==> src/vtf_cfg.svh <==
`ifndef VTF_CFG_SVH
`define VTF_CFG_SVH

// ==========================================
// register indexes, byte address is four times the index
`define VTF_IDX_CTRL      8'h4C
`define VTF_IDX_HOST      8'h4D
`define VTF_IDX_LINE      8'h4E
`define VTF_IDX_HSYNC     8'h4F
`define VTF_IDX_ACT_START 8'h50
`define VTF_IDX_ACT_END   8'h51
`define VTF_IDX_FIELD     8'h52
`define VTF_IDX_VSYNC     8'h53
`define VTF_IDX_MSB       9
`define VTF_IDX_LSB       2
`define VTF_IDX_W         8

// ==========================================
// field layout and reset values
`define VTF_REG_W         16
`define VTF_CODE_W        6
`define VTF_CTRL_STRETCH  4
`define VTF_CTRL_HOSTSEL  1
`define VTF_HALF_BIT      0
`define VTF_CODE_CUSTOM   6'h3E
`define VTF_RESET_CODE    6'h00
`define VTF_RESET_REG     16'h0000
`define VTF_RESET_WORD    32'h0000_0000
`define VTF_RESP_OKAY     1'b0

`endif

==> src/vtf_pkg.sv <==
`include "vtf_cfg.svh"

package vtf_pkg;

	typedef struct packed
	{
		logic [`VTF_REG_W-1:0] lineClocks;
		logic [`VTF_REG_W-1:0] hsyncClocks;
		logic [`VTF_REG_W-1:0] activeStart;
		logic [`VTF_REG_W-1:0] activeEnd;
		logic [`VTF_REG_W-1:0] fieldLines;
		logic [`VTF_REG_W-1:0] vsyncLines;
	} vtf_timing_t;

	typedef enum logic [2:0]
	{
		VTF_IDLE = 3'b001,
		VTF_WAIT = 3'b010,
		VTF_DONE = 3'b100
	} vtf_state_t;

endpackage

==> src/vtf_top.sv <==
`timescale 1ns/10ps
`include "vtf_cfg.svh"

// Behaviour
// - stretch bit widens ten-field pulse to field
// - host select bit replaces pin standard code
// - six-bit host code register, resets zero
// - timing registers writable only in custom code
// - line length counts clocks per line
// - hsync width counts clocks of sync
// - sync start to first active sample
// - sync start to end of active
// - field lines with one half-line bit
// - half-line bit selects interlaced output
// - vsync length counts lines of sync
module vtf_top
(
	input  wire logic                     clk,
	input  wire logic                     rst,
	input  wire logic                     ce,
	input  wire logic                     hsel,
	input  wire logic [31:0]              haddr,
	input  wire logic [1:0]               htrans,
	input  wire logic                     hwrite,
	input  wire logic [2:0]               hsize,
	input  wire logic [31:0]              hwdata,
	input  wire logic                     hready,
	output logic                          hreadyout,
	output logic [31:0]                   hrdata,
	output logic                          hresp,
	input  wire logic [`VTF_CODE_W-1:0]   pinStandardCode,
	input  wire vtf_pkg::vtf_timing_t     presetTiming,
	input  wire logic                     lineStart,
	input  wire logic                     fieldStart,
	input  wire logic                     tenFieldStart,
	output logic [`VTF_CODE_W-1:0]        activeStandardCode,
	output logic                          customMode,
	output logic                          interlaced,
	output logic [`VTF_REG_W-2:0]         wholeFieldLines,
	output vtf_pkg::vtf_timing_t          timing,
	output logic                          tenFieldIdPulse
);
	import vtf_pkg::*;

	// ==========================================
	// state

	vtf_state_t                 state_q;
	vtf_state_t                 state_d;
	logic [`VTF_IDX_W-1:0]      idx_q;
	logic                       wr_q;
	logic                       addrOk_q;
	logic [31:0]                hrdata_q;
	logic                       stretch_q;
	logic                       hostSel_q;
	logic [`VTF_CODE_W-1:0]     hostCode_q;
	logic [`VTF_CODE_W-1:0]     activeCode_q;
	logic                       custom_q;
	vtf_timing_t                timing_q;
	logic                       pulse_q;
	logic                       addrPhase;
	logic                       commit;
	logic [`VTF_CODE_W-1:0]     codeSel;
	logic [`VTF_REG_W-1:0]      wdata;
	logic [`VTF_REG_W-1:0]      rdMux;

	// decode of the captured index against one register
	function automatic logic hit(input logic [`VTF_IDX_W-1:0] idx, input logic [`VTF_IDX_W-1:0] reg_idx);
		hit = (idx == reg_idx);
	endfunction

	// ==========================================
	// ahb-lite slave, one wait state so read data comes from a flop

	assign addrPhase = ce && hsel && htrans[1] && hready;
	assign commit    = ce && (state_q == VTF_WAIT) && wr_q && addrOk_q;
	assign wdata     = hwdata[`VTF_REG_W-1:0];
	assign hreadyout = (state_q != VTF_WAIT);
	assign hrdata    = hrdata_q;
	assign hresp     = `VTF_RESP_OKAY;

	always_comb
	begin
		state_d = state_q;
		case (state_q)
			VTF_IDLE:
				if (addrPhase)
					state_d = VTF_WAIT;
			VTF_WAIT:
				state_d = VTF_DONE;
			VTF_DONE:
				if (addrPhase)
					state_d = VTF_WAIT;
				else
					state_d = VTF_IDLE;
			default:
				state_d = VTF_IDLE;
		endcase
	end

	always_ff @(posedge clk)
	begin
		if (rst)
			state_q <= VTF_IDLE;
		else if (ce)
			state_q <= state_d;
	end

	always_ff @(posedge clk)
	begin
		if (rst)
		begin
			idx_q    <= '0;
			wr_q     <= 1'b0;
			addrOk_q <= 1'b0;
		end
		else if (addrPhase && (state_q != VTF_WAIT))
		begin
			idx_q    <= haddr[`VTF_IDX_MSB:`VTF_IDX_LSB];
			wr_q     <= hwrite;
			// unaligned or out-of-window addresses read zero and drop writes
			addrOk_q <= (haddr[`VTF_IDX_LSB-1:0] == '0) && (haddr[31:`VTF_IDX_MSB+1] == '0);
		end
	end

	always_comb
	begin
		rdMux = `VTF_RESET_REG;
		if (addrOk_q)
		begin
			if (hit(idx_q, `VTF_IDX_CTRL))
			begin
				rdMux[`VTF_CTRL_STRETCH] = stretch_q;
				rdMux[`VTF_CTRL_HOSTSEL] = hostSel_q;
			end
			else if (hit(idx_q, `VTF_IDX_HOST))
				rdMux[`VTF_CODE_W-1:0] = hostCode_q;
			else if (hit(idx_q, `VTF_IDX_LINE))
				rdMux = timing_q.lineClocks;
			else if (hit(idx_q, `VTF_IDX_HSYNC))
				rdMux = timing_q.hsyncClocks;
			else if (hit(idx_q, `VTF_IDX_ACT_START))
				rdMux = timing_q.activeStart;
			else if (hit(idx_q, `VTF_IDX_ACT_END))
				rdMux = timing_q.activeEnd;
			else if (hit(idx_q, `VTF_IDX_FIELD))
				rdMux = timing_q.fieldLines;
			else if (hit(idx_q, `VTF_IDX_VSYNC))
				rdMux = timing_q.vsyncLines;
		end
	end

	always_ff @(posedge clk)
	begin
		if (rst)
			hrdata_q <= `VTF_RESET_WORD;
		else if (ce && (state_q == VTF_WAIT))
			hrdata_q <= wr_q ? `VTF_RESET_WORD : {`VTF_RESET_REG, rdMux};
	end

	// ==========================================
	// control and host standard registers

	// reserved bits are not stored, so they read zero whatever was written
	always_ff @(posedge clk)
	begin
		if (rst)
		begin
			stretch_q <= 1'b0;
			hostSel_q <= 1'b0;
		end
		else if (commit && hit(idx_q, `VTF_IDX_CTRL))
		begin
			stretch_q <= wdata[`VTF_CTRL_STRETCH];
			hostSel_q <= wdata[`VTF_CTRL_HOSTSEL];
		end
	end

	always_ff @(posedge clk)
	begin
		if (rst)
			hostCode_q <= `VTF_RESET_CODE;
		else if (commit && hit(idx_q, `VTF_IDX_HOST))
			hostCode_q <= wdata[`VTF_CODE_W-1:0];
	end

	assign codeSel = hostSel_q ? hostCode_q : pinStandardCode;

	always_ff @(posedge clk)
	begin
		if (rst)
		begin
			activeCode_q <= `VTF_RESET_CODE;
			custom_q     <= 1'b0;
		end
		else if (ce)
		begin
			activeCode_q <= codeSel;
			custom_q     <= (codeSel == `VTF_CODE_CUSTOM);
		end
	end

	assign activeStandardCode = activeCode_q;
	assign customMode         = custom_q;

	// ==========================================
	// timing parameter registers

	// preset values follow the active format every enabled cycle outside custom mode
	// software writes land only in custom mode
	always_ff @(posedge clk)
	begin
		if (rst)
			timing_q <= '0;
		else if (ce && !custom_q)
			timing_q <= presetTiming;
		else if (commit)
		begin
			if (hit(idx_q, `VTF_IDX_LINE))
				timing_q.lineClocks <= wdata;
			if (hit(idx_q, `VTF_IDX_HSYNC))
				timing_q.hsyncClocks <= wdata;
			if (hit(idx_q, `VTF_IDX_ACT_START))
				timing_q.activeStart <= wdata;
			if (hit(idx_q, `VTF_IDX_ACT_END))
				timing_q.activeEnd <= wdata;
			if (hit(idx_q, `VTF_IDX_FIELD))
				timing_q.fieldLines <= wdata;
			if (hit(idx_q, `VTF_IDX_VSYNC))
				timing_q.vsyncLines <= wdata;
		end
	end

	assign timing          = timing_q;
	// whole lines above the half bit
	assign wholeFieldLines = timing_q.fieldLines[`VTF_REG_W-1:`VTF_HALF_BIT+1];
	assign interlaced      = timing_q.fieldLines[`VTF_HALF_BIT];

	// ==========================================
	// ten-field identification pulse

	// pulse ends at next line or field
	always_ff @(posedge clk)
	begin
		if (rst)
			pulse_q <= 1'b0;
		else if (ce)
		begin
			if (tenFieldStart)
				pulse_q <= 1'b1;
			else if (stretch_q ? fieldStart : lineStart)
				pulse_q <= 1'b0;
		end
	end

	assign tenFieldIdPulse = pulse_q;
endmodule

==> config.mk <==
export PLATFORM = sky130hd
export DESIGN_NAME = vtf_top
export DESIGN_NICKNAME = d
export VERILOG_FILES = /design/src/vtf_pkg.sv /design/src/vtf_top.sv
export VERILOG_INCLUDE_DIRS = /design/src
export SDC_FILE = /design/constraint.sdc
export NUM_CORES = 1
export LEC_CHECK = 0
export ABC_AREA = 1
export BUFFER_PORTS_ARGS = -buffer_cell sky130_fd_sc_hd__buf_2
export CAP_MARGIN = 10
export CORE_ASPECT_RATIO = 1.5
export CORE_MARGIN = 2
export CORE_UTILIZATION = 35
export CTS_BUF_LIST = sky130_fd_sc_hd__clkbuf_4 sky130_fd_sc_hd__clkbuf_8
export CTS_CLUSTER_DIAMETER = 80
export CTS_CLUSTER_SIZE = 16
export DETAILED_ROUTE_END_ITERATION = 16
export PLACE_DENSITY = 0.71
export SETUP_SLACK_MARGIN = 0.4
export SLEW_MARGIN = 5
export SYNTH_ARGS = -nofsm -noshare
export SYNTH_HDL_FRONTEND = slang
export SYNTH_SLANG_ARGS = --single-unit
==> constraint.sdc <==
create_clock -name clk -period 2 [get_ports clk]
set_input_delay 0.2 -clock clk [delete_from_list [all_inputs] [get_ports clk]]
set_output_delay 0.2 -clock clk [all_outputs]
set_load 0.05 [all_outputs]
==> reports/metrics.yaml <==
cp_cell_sequence: "inv_2 -> nand2_2 -> nor2_4 -> buf_4 -> nand3_2 -> o21ai_2 -> buf_12 -> o21ai_0 -> a31oi_1"
slowest_delay_ns: 0.34
setup.worst_path.class: "flip-flop to flip-flop"
firstDrtPassIters: 6
die-area_sq_um: 20860
grt_pass1_wl_mm: 44.28
final_util: 0.5557
yosysWarnings: 0
final_common_cell: "buf_2"
wl_per_cell_um: 18.98
hold_ws_ns: 0.009679
portBuffers: 296
ys_types: 33
antenna_cells: 0
drive_gt1_frac: 0.3996
synthMuxAreaShare: 0
fin_area_sq_um: 10690
grt.total_usage: 0.2749
wl_mm: 30.93
crit_slowest_cell: "dfxtp_2"
synth.top_cell.area_share: 0.4094
synth_top_family_by_area: "simple AND/OR/NAND/NOR gates"
finalSetupViolCount: 0
min_path_type: "input pin to flip-flop"
synth_compound_area_frac: 0.2326
antenna_left: 0
syn_area_per_cell_sq_um: 7.036
finalMaxSlewViolations: 0
syn-cell-area_sq_um: 6895
cp.required_ns: 2.39
num_io_pins: 334
tns_ns: 0
die_w_um: 118.6
synth-simple-area-share: 0.2520
core_area_sq_um: 19240
rows: 62
grt_pass1_vias: 7838
cp_max_fo: 26
grt_max_degree: 64
viasPerCell: 5.285
placed_area_sq_um: 8567
synth_cells: 980
worst_setup_path_end_kind: "flip-flop"
postSynthRegisterBits: 141
yosysTopAreaCell: "dfxtp_1"
cts_tree: "done"
insertion_delay_ns: 0.47
finalNetCount: 1541
antenna_found_initial: 0
vias: 8615
netlist_top_cells_area: "dfxtp_1, nand2_1, a21oi_1, o21ai_0, a31oi_1"
powerDensity_nw_per_um2: 671.1
cts_sinks: 141
drtIter0Drc: 659
synth_xor_area_frac: 0
die_y_um: 175.9
numCtsBuffers: 17
status: "complete, no violations"
start_util: 0.3584
final_cell_mix: "buf_2, nand2_1, dfxtp_1"
cts_buffer_depth: 2
synthAdderAreaFrac: 0
skew_ns: 0.01301
ir_drop_uv: 349.9
root_buffer: "clkbuf_8"
p_leak_nw: 5.062
maxCapViolations: 0
fmax_mhz: 599.9
rsz0062_at_grt: "yes"
grt_overflow_total: 0
fin_crit_sh: 0.8335
yosysSeqAreaShare: 0.4094
clkTransAtPathRegs_ns: 0.08
syn2layout_area_growth_pct: 55.05
hpwl_mm: 20.99
place_congestion: 0.9254
cts_max_level: 4
min_period_ns: 1.667
critPathArrivalTime_ns: 2.05
drc: 0
worstSetupStartpointType: "flip-flop"
final-hold-violation-count: 0
-- Yosys cell counts, drive strengths merged --
| master | count |
|---|---|
| o22ai | 1 |
| nand2 | 239 |
| nor2 | 78 |
| a31oi | 59 |
| nand3 | 39 |
| o21bai | 3 |
| buf | 60 |
| o211ai | 4 |
| nand4 | 8 |
| clkinv | 2 |
| nor4 | 5 |
| inv | 51 |
| o21ai | 96 |
| clkbuf | 30 |
| a21oi | 124 |
| a32oi | 6 |
| nor3 | 33 |
| conb | 1 |
| dfxtp | 141 |
-- power by group --
part           switching, mW  total (mW)  internal [mW]
Combinational           1.19        1.70          0.510
Sequential             0.144        3.10           2.96
Clock                   1.22        2.38           1.16
-- layer usage --
layer  global-route usage  share of wire  up-vias  wire (um)
met5                    0              0        -          0
met4               0.1146          0.044        0       1368
met3              0.04286          0.071      103       2185
met2               0.4614           0.49      514      15220
met1               0.3500           0.39     3943      12160
li1                     -              -     4055          -
-- metrics by stage --
step	power (mW)	cells	worst slack [ns]
2_1_floorplan	4.171	996	0.4260
3_3_place_gp	4.624	1492	0.2287
3_5_place_dp	4.636	1492	0.1607
4_1_cts	7.098	1607	0.3466
5_1_grt	7.412	1630	0.2549
6_report	7.175	1630	0.3331
-- critical path, delay by kind of cell (launching register included) --
| kind | cells | cell delay, ns |
|---|---|---|
| AOI/OAI and AO/OA | 3 | 0.51 |
| buffers and inverters | 3 | 0.41 |
| DFF | 1 | 0.34 |
| and+or+nand+nor | 3 | 0.33 |
-- logic make-up after synthesis --
logic type | after synthesis
AOI/OAI and AO/OA | 293
other | 1
and+or+nand+nor | 402
DFF | 141
buffers and inverters | 143
-- state kept, by name (all words and copies together), names as in the netlist --
signal and cells:
timing 95, hrdata 16, idx_q 8, activeStandardCode 6, hostCode_q 6, state_q 3
addrOk_q 1, customMode 1, hostSel_q 1, interlaced 1, stretch_q 1, tenFieldIdPulse 1
wr_q 1
-- repair_timing --
action / in CTS / in global routing
endpoints found under the setup margin: 107 / 122
setup buffers: 17 / 16
pin swaps: 14 / 42
cloned: 3 / 7
resized for setup: 50 / 147
hold buffers: 63 / 0
hold endpoints to repair: 63 / 0
-- final timing paths --
| check | startpoint | to | slack, ns | cells after the start |
|---|---|---|---|---|
| max | idx_q[7]$_SDFFE_PP0P_ | timing[61]$_SDFFE_PP0P_ | 0.33 | 9 |
| min | presetTiming[68] | timing[68]$_SDFFE_PP0P_ | 0.01 | 3 |
| max reg2reg | idx_q[7]$_SDFFE_PP0P_ | timing[61]$_SDFFE_PP0P_ | 0.33 | 9 |
| min reg2reg | hrdata[14]$_SDFFE_PP0P_ | hrdata[14]$_SDFFE_PP0P_ | 0.47 | 2 |
-- final cells by class --
type / instances / area, sq um
Timing Repair inverter: 5 / 41.29
Fill cell: 1901 / 8547
Clock inverter: 13 / 140.1
Sequential cell: 141 / 2836
Tap cell: 256 / 320.3
Multi-Input combinational cell: 712 / 3849
Clock buffer: 19 / 255.2
Inverter: 53 / 244.0
Timing Repair Buffer: 431 / 3005
No activity file was read; power rests on OpenSTA's default activity.
